## src/rtl/pause_link_pkg.sv

```systemverilog
// Shared constants for the serial pause link
package pause_link_pkg;
   localparam int unsigned WORD_W = 8;
   localparam int unsigned BIT_CNT_W = 3;
   localparam logic [BIT_CNT_W-1:0] BIT_CNT_RST = 3'h0;
   localparam logic [BIT_CNT_W-1:0] BIT_CNT_LAST = 3'h7;
   localparam logic [WORD_W-1:0] WORD_RST = 8'h00;
   // Master divider: half period of the serial clock in system cycles
   localparam int unsigned SCK_HALF_NS = 80;
   localparam int unsigned SYS_CLK_NS = 20;
   localparam int unsigned SCK_HALF_CYC = SCK_HALF_NS / SYS_CLK_NS;
   localparam int unsigned DIV_W = 4;
   localparam logic [DIV_W-1:0] DIV_LAST = DIV_W'(SCK_HALF_CYC - 1);
   localparam logic [DIV_W-1:0] DIV_RST = 4'h0;
   // Two-entry buffer depth
   localparam int unsigned BUF_DEPTH = 2;
endpackage : pause_link_pkg

```

## src/rtl/pause_link_if.sv

```systemverilog
// Serial link wires between the bus master and the paused memory port
`timescale 1ns/1ps
interface pause_link_if;
   logic sck;
   logic cs_n;
   logic hold_n;
   logic mosi;
   logic miso_o;
   logic miso_oe_n;
   logic miso;
   // Resolved wire: the device drives only with its enable low; pulled low otherwise
   assign miso = (!miso_oe_n) ? miso_o : 1'b0;
   modport master (output sck, output cs_n, output hold_n, output mosi, input miso);
   modport device (input sck, input cs_n, input hold_n, input mosi, output miso_o, output miso_oe_n);
endinterface : pause_link_if

```

## src/rtl/pause_device.sv

```systemverilog
// Device end: serial shift port with pause handling
`timescale 1ns/1ps
module pause_device
   import pause_link_pkg::*;
(
   // System
   input wire logic i_sys_clk,
   input wire logic i_reset_n,
   // Link
   pause_link_if.device link,
   // Received words
   output logic [WORD_W-1:0] o_rx_data,
   output logic o_rx_valid,
   input wire logic i_rx_ready,
   // Words to send
   input wire logic [WORD_W-1:0] i_tx_data,
   input wire logic i_tx_valid,
   output logic o_tx_ready,
   // Status
   output logic o_paused,
   output logic o_selected
);
   // Synchronisers for all pins
   logic [1:0] sck_s_q, cs_s_q, hold_s_q, mosi_s_q;
   logic sck_prev_q;
   always_ff @(posedge i_sys_clk or negedge i_reset_n) begin
      if (!i_reset_n) begin
         sck_s_q <= 2'h0;
         cs_s_q <= 2'h3;
         hold_s_q <= 2'h3;
         mosi_s_q <= 2'h0;
         sck_prev_q <= 1'b0;
      end else begin
         sck_s_q <= {sck_s_q[0], link.sck};
         cs_s_q <= {cs_s_q[0], link.cs_n};
         hold_s_q <= {hold_s_q[0], link.hold_n};
         mosi_s_q <= {mosi_s_q[0], link.mosi};
         sck_prev_q <= sck_s_q[1];
      end
   end

   wire sck_s = sck_s_q[1];
   wire sel = !cs_s_q[1];
   wire hold_low = !hold_s_q[1];
   wire sck_rise = sck_s && !sck_prev_q;
   wire sck_fall = !sck_s && sck_prev_q;

   logic paused_q, paused_d;
   logic begun_q;
   logic [BIT_CNT_W-1:0] bit_cnt_q;
   logic [WORD_W-1:0] sh_in_q, sh_out_q;
   // Pause enters when clock low, or at the next falling edge if clock high
   wire enter = sel && begun_q && hold_low && (!sck_s || sck_fall);
   // Leaving needs the clock low; release while high keeps pause
   wire leave = !hold_low && !sck_s;
   always_comb begin
      paused_d = paused_q;
      if (!sel) begin
         paused_d = 1'b0;
      end else if (!paused_q && enter) begin
         paused_d = 1'b1;
      end else if (paused_q && leave) begin
         paused_d = 1'b0;
      end
   end
   wire active = sel && !paused_q && !paused_d;
   wire shift_in = active && sck_rise;
   wire shift_out = active && sck_fall;
   wire word_done = shift_in && (bit_cnt_q == BIT_CNT_LAST);

   // Two-entry receive buffer; a word that completes while the buffer is full is dropped
   logic [WORD_W-1:0] buf_q [BUF_DEPTH];
   logic [1:0] cnt_q;
   logic rd_q, wr_q;
   wire buf_push = word_done && (cnt_q != 2'h2);
   wire buf_pop = o_rx_valid && i_rx_ready;

   // Shift state is kept unchanged while paused; deselect clears the bit count and output shifter, not the input shifter
   always_ff @(posedge i_sys_clk or negedge i_reset_n) begin
      if (!i_reset_n) begin
         paused_q <= 1'b0;
         begun_q <= 1'b0;
         bit_cnt_q <= BIT_CNT_RST;
         sh_in_q <= WORD_RST;
         sh_out_q <= WORD_RST;
      end else begin
         paused_q <= paused_d;
         if (!sel) begin
            begun_q <= 1'b0;
            bit_cnt_q <= BIT_CNT_RST;
         end else if (shift_in) begin
            begun_q <= 1'b1;
            bit_cnt_q <= bit_cnt_q + 3'h1;
            sh_in_q <= {sh_in_q[WORD_W-2:0], mosi_s_q[1]};
         end
         if (!sel) begin
            sh_out_q <= WORD_RST;
         end else if (shift_out && bit_cnt_q == BIT_CNT_RST) begin
            sh_out_q <= i_tx_valid ? i_tx_data : WORD_RST;
         end else if (shift_out) begin
            sh_out_q <= {sh_out_q[WORD_W-2:0], 1'b0};
         end
      end
   end

   // Buffer storage and pointers
   always_ff @(posedge i_sys_clk or negedge i_reset_n) begin
      if (!i_reset_n) begin
         cnt_q <= 2'h0;
         rd_q <= 1'b0;
         wr_q <= 1'b0;
         buf_q[0] <= WORD_RST;
         buf_q[1] <= WORD_RST;
      end else begin
         if (buf_push) begin
            buf_q[wr_q] <= {sh_in_q[WORD_W-2:0], mosi_s_q[1]};
            wr_q <= !wr_q;
         end
         if (buf_pop) begin
            rd_q <= !rd_q;
         end
         cnt_q <= cnt_q + {1'b0, buf_push} - {1'b0, buf_pop};
      end
   end

   // Registered outputs
   always_ff @(posedge i_sys_clk or negedge i_reset_n) begin
      if (!i_reset_n) begin
         o_rx_data <= WORD_RST;
         o_rx_valid <= 1'b0;
         o_tx_ready <= 1'b0;
         o_paused <= 1'b0;
         o_selected <= 1'b0;
         link.miso_o <= 1'b0;
         link.miso_oe_n <= 1'b1;
      end else begin
         o_rx_data <= buf_q[buf_pop ? !rd_q : rd_q];
         // Valid follows the stored count, so the data register already holds the written word
         o_rx_valid <= (cnt_q - {1'b0, buf_pop}) != 2'h0;
         o_tx_ready <= shift_out && bit_cnt_q == BIT_CNT_RST;
         o_paused <= paused_d;
         o_selected <= sel;
         link.miso_o <= sh_out_q[WORD_W-1];
         // Float when deselected, paused or pause pin low
         link.miso_oe_n <= !sel || paused_d || hold_low;
      end
   end
endmodule // pause_device

```

## src/flat_wrapper.sv

```systemverilog
// flat-port wrapper written by rule: the top's interface ports become plain ports
module pause_device_flat import pause_link_pkg::*;
  (i_sys_clk, i_reset_n, o_rx_data, o_rx_valid, i_rx_ready, i_tx_data, i_tx_valid, o_tx_ready, o_paused, o_selected, link_sck, link_cs_n, link_hold_n, link_mosi, link_miso_o, link_miso_oe_n);
  pause_link_if link_i ();
  input wire logic i_sys_clk;
  input wire logic i_reset_n;
  output logic [WORD_W-1:0] o_rx_data;
  output logic o_rx_valid;
  input wire logic i_rx_ready;
  input wire logic [WORD_W-1:0] i_tx_data;
  input wire logic i_tx_valid;
  output logic o_tx_ready;
  output logic o_paused;
  output logic o_selected;
  input wire logic [$bits(link_i.sck)-1:0] link_sck;
  input wire logic [$bits(link_i.cs_n)-1:0] link_cs_n;
  input wire logic [$bits(link_i.hold_n)-1:0] link_hold_n;
  input wire logic [$bits(link_i.mosi)-1:0] link_mosi;
  output wire logic [$bits(link_i.miso_o)-1:0] link_miso_o;
  output wire logic [$bits(link_i.miso_oe_n)-1:0] link_miso_oe_n;
  assign link_i.sck = link_sck;
  assign link_i.cs_n = link_cs_n;
  assign link_i.hold_n = link_hold_n;
  assign link_i.mosi = link_mosi;
  assign link_miso_o = link_i.miso_o;
  assign link_miso_oe_n = link_i.miso_oe_n;
  pause_device u_core (.i_sys_clk(i_sys_clk), .i_reset_n(i_reset_n), .link(link_i), .o_rx_data(o_rx_data), .o_rx_valid(o_rx_valid), .i_rx_ready(i_rx_ready), .i_tx_data(i_tx_data), .i_tx_valid(i_tx_valid), .o_tx_ready(o_tx_ready), .o_paused(o_paused), .o_selected(o_selected));
endmodule
```

## config.mk

```make
export PLATFORM = sky130hd
export DESIGN_NAME = pause_device_flat
export DESIGN_NICKNAME = d
export VERILOG_FILES = /design/src/rtl/pause_link_pkg.sv /design/src/rtl/pause_link_if.sv /design/src/rtl/pause_device.sv /design/src/flat_wrapper.sv
export SDC_FILE = /design/constraint.sdc
export NUM_CORES = 1
export LEC_CHECK = 0
export BUFFER_PORTS_ARGS = -buffer_cell sky130_fd_sc_hd__buf_2
export CAP_MARGIN = 30
export CORE_MARGIN = 2
export CORE_UTILIZATION = 33
export DETAILED_ROUTE_END_ITERATION = 7
export HOLD_SLACK_MARGIN = 0.1
export SETUP_SLACK_MARGIN = 0.05
export SYNTH_ARGS = -nofsm -noshare
export SYNTH_HDL_FRONTEND = slang
export SYNTH_SLANG_ARGS = --single-unit
```

## constraint.sdc

```tcl
create_clock -name i_sys_clk -period 3.9 [get_ports i_sys_clk]
set_input_delay 0.39 -clock i_sys_clk [delete_from_list [all_inputs] [get_ports i_sys_clk]]
set_output_delay 0.39 -clock i_sys_clk [all_outputs]
set_load 0.01 [all_outputs]
```

==> flow_metrics.tcl <==
set metrics [dict create \
    end_kind "flip-flop" \
    grt_use_met2 0.167 \
    yosys-top-cells-area "dfrtp_1 58%, mux2_2 11%, nand2_1 5.5%" \
    ys_seq_elements 62 \
    start_util 0.339 \
    yosys_most_used_dff "dfrtp_1" \
    hold_path.class "in -> reg" \
    wl_per_cell_microns 12.8 \
    coreArea_sq_um 7250 \
    cts.clk_slew.worst_paths_ns 0.06 \
    cts_tree "yes" \
    antenna_found_initial 0 \
    crit_required_ns 4.12 \
    layout.nets 246 \
    fmax_mhz 463 \
    numPortBuffers 29 \
    path_max_fanout 15 \
    hpwl_microns 2810 \
    seq_area_frac_synth 0.633 \
    drc 0 \
    fin_setup_tns_ns 0 \
    fillers 711 \
    min_path_cells 1 \
    synth_top_area_frac 0.580 \
    synth_top_cell_by_area "dfrtp_1" \
    chipWidth_microns 90.4 \
    synth-edff-count 0 \
    vias_per_cell 4.42 \
    clock_path_buffers 2 \
    ioPinCount 30 \
    rr_worst_depth 3 \
    grt_pass1_vias 1509 \
    worst_setup_path_start_kind "flip-flop" \
    grt_usage 0.116 \
    dp_cells 313 \
    setup_violations 0 \
    finalCritPeriodShare 0.554 \
    cts_made_buffers 9 \
    rows 31 \
    max_slew_margin 0.423 \
    use_met1 0.151 \
    grt-busiest-layer "met2" \
    synthesis.nets 209 \
    avgSynthCellArea_sq_um 13.0 \
    pwr-share-seq 0.523 \
    p_sw_frac 0.269 \
    grt_pass1_wl_microns 7330 \
    comb_power_share 0.135 \
    post-cts-setup-buffer-count 0 \
    grt_max_degree 44 \
    cts_max_level 3 \
    ys_async_sr_fraction 1.00 \
    layout_common_cells "57 x dfrtp_1, 36 x nand2_1, 29 x buf_2, 24 x mux2_2, 10 x clkbuf_8" \
    p_int_w 0.00102 \
    cellPowerDensity_nw_per_um2 484 \
    drt-total-wl_microns 4210 \
    regArea_sq_um 1560 \
    fin_crit_ns 2.16 \
    ys_warn_count 0 \
    final_common_cell "dfrtp_1" \
    slew_violations 0 \
    cap_violations 0 \
    n_antenna_cell 0 \
    drt_first_iter_violations 69 \
    critPathArrivalTime_ns 2.38 \
    holdWs_ns 0.150 \
    ys_types 28 \
    leakagePower_nw 1.51 \
    cts_resized 0 \
    finalHoldViolCount 0 \
    clkSinkCount 62 \
    use_met3 0.0342 \
    drtPass1Iterations 4 \
    die_h_microns 90.4 \
    grt_overflow 0 \
    via_count 1458 \
    gp_congestion 0.742 \
    clockRootBuffer "clkbuf_8" \
    syn2layout_area_growth_pct 17.4 \
    status "finished clean" \
    worstSetupPathType "reg -> reg" \
    final_cells 330 \
    ant_nets 0 \
    ctsHoldBuffers 1 \
    finClkSkew_ns 0.00549 \
    worstSkewPairLatency_ns 0.33 \
    final_layout_size_suffix_gt1_frac 0.329 \
    dieArea_sq_um 8160 \
    syn_inst 189 \
    syn_area_sq_um 2460 \
    p_sw_w 0.000376 \
    worst_slew_pin_slew_ns 0.863 \
    rsz0062_at_grt "no" \
    multi_input_area_sq_um 841 \
    ir_drop_mv 0.173 \
    clkPwrFrac 0.342 \
]
==> synth_stat cells, types with 3 or more instances <==
cell type / number
inv_1: 9
mux2_2: 24
and4b_1: 7
dfrtp_1: 57
nand2_1: 36
mux2i_1: 8
dfstp_2: 5
ha_1: 4
a21oi_1: 9
clkbuf_1: 3
xnor2_1: 3
==> sequential cells by signal (all words and copies together), names as in the netlist <==
| register | cells |
|---|---|
| u_core.begun_q | 1 |
| u_core.bit_cnt_q | 3 |
| u_core.buf_q | 16 |
| u_core.cnt_q | 2 |
| u_core.cs_s_q | 2 |
| u_core.hold_s_q | 2 |
| u_core.link.miso_o | 1 |
| u_core.link.miso_oe_n | 1 |
| u_core.mosi_s_q | 2 |
| u_core.o_rx_data | 8 |
| u_core.o_rx_valid | 1 |
| u_core.o_selected | 1 |
| u_core.o_tx_ready | 1 |
| u_core.paused_q | 1 |
| u_core.rd_q | 1 |
| u_core.sck_prev_q | 1 |
| u_core.sck_s_q | 2 |
| u_core.sh_in_q | 7 |
| u_core.sh_out_q | 8 |
| u_core.wr_q | 1 |
==> power groups by stage <==
stage / Combinational (W) / Clock (W) / Sequential (W)
floorplan: 0.000132 / 0 / 0.000737
global placement: 0.000187 / 0 / 0.000742
detailed placement: 0.000192 / 0 / 0.000744
CTS: 0.000194 / 0.000493 / 0.000733
global route: 0.000218 / 0.000528 / 0.000739
finish: 0.000189 / 0.000478 / 0.000732
==> kinds of logic (layout without fill, tap and decap cells) <==
family / after synthesis / after routing / synth area share
compound gates: 14 / 14 / 0.0320
xor+xnor: 5 / 5 / 0.0178
fa+ha+maj: 4 / 4 / 0.0203
buf+inv: 15 / 57 / 0.0254
flops: 62 / 62 / 0.633
mux: 32 / 32 / 0.142
simple gates: 57 / 57 / 0.129
==> per-stage QoR <==
| stage | util | power [W] | area (sq um) | setup WS [ns] |
|---|---|---|---|---|
| floorplan | - | 0.000868 | 2460 | 2.30 |
| global placement | 0.373 | 0.000929 | 2710 | 1.78 |
| detailed placement | 0.375 | 0.000937 | 2720 | 1.71 |
| CTS | 0.398 | 0.00142 | 2890 | 1.71 |
| global route | 0.398 | 0.00148 | 2890 | 1.59 |
| finish | 0.398 | 0.00140 | 2890 | 1.74 |
==> cell type report <==
class / count / share of cell area
sequential: 62 / 0.539
multi-input combinational: 112 / 0.291
clock inverter: 2 / 0.00346
timing repair buffer: 32 / 0.0589
tap: 99 / 0.0429
inverter: 9 / 0.0117
clock buffer: 14 / 0.0528
==> per-layer routing <==
metal	vias to the layer above	routed length, microns
met3	7	157
met5	-	0
met4	0	114
li1	719	-
met1	706	2010
met2	26	1930
==> worst paths after layout <==
| check | start | to | slack [ns] |
|---|---|---|---|
| setup / recovery | u_core.sck_prev_q | u_core.buf_q[1] | 1.74 |
| hold / removal | link_cs_n | u_core.cs_s_q[0] | 0.15 |
| setup reg to reg | u_core.sck_prev_q | u_core.buf_q[1] | 1.74 |
| hold reg to reg | u_core.mosi_s_q[0] | u_core.mosi_s_q[1] | 0.35 |
| max in group asynchronous | i_reset_n | u_core.hold_s_q[1] | 2.44 |
| min in group asynchronous | i_reset_n | u_core.o_rx_data[5] | 0.54 |
==> worst max-delay path, cell delays in order, from the launching register on <==
cell and delay, ns:
dfrtp_1 0.43, nor4b_4 0.68, and4_1 0.54, mux2_2 0.38
No activity file was read; power rests on OpenSTA's default activity.
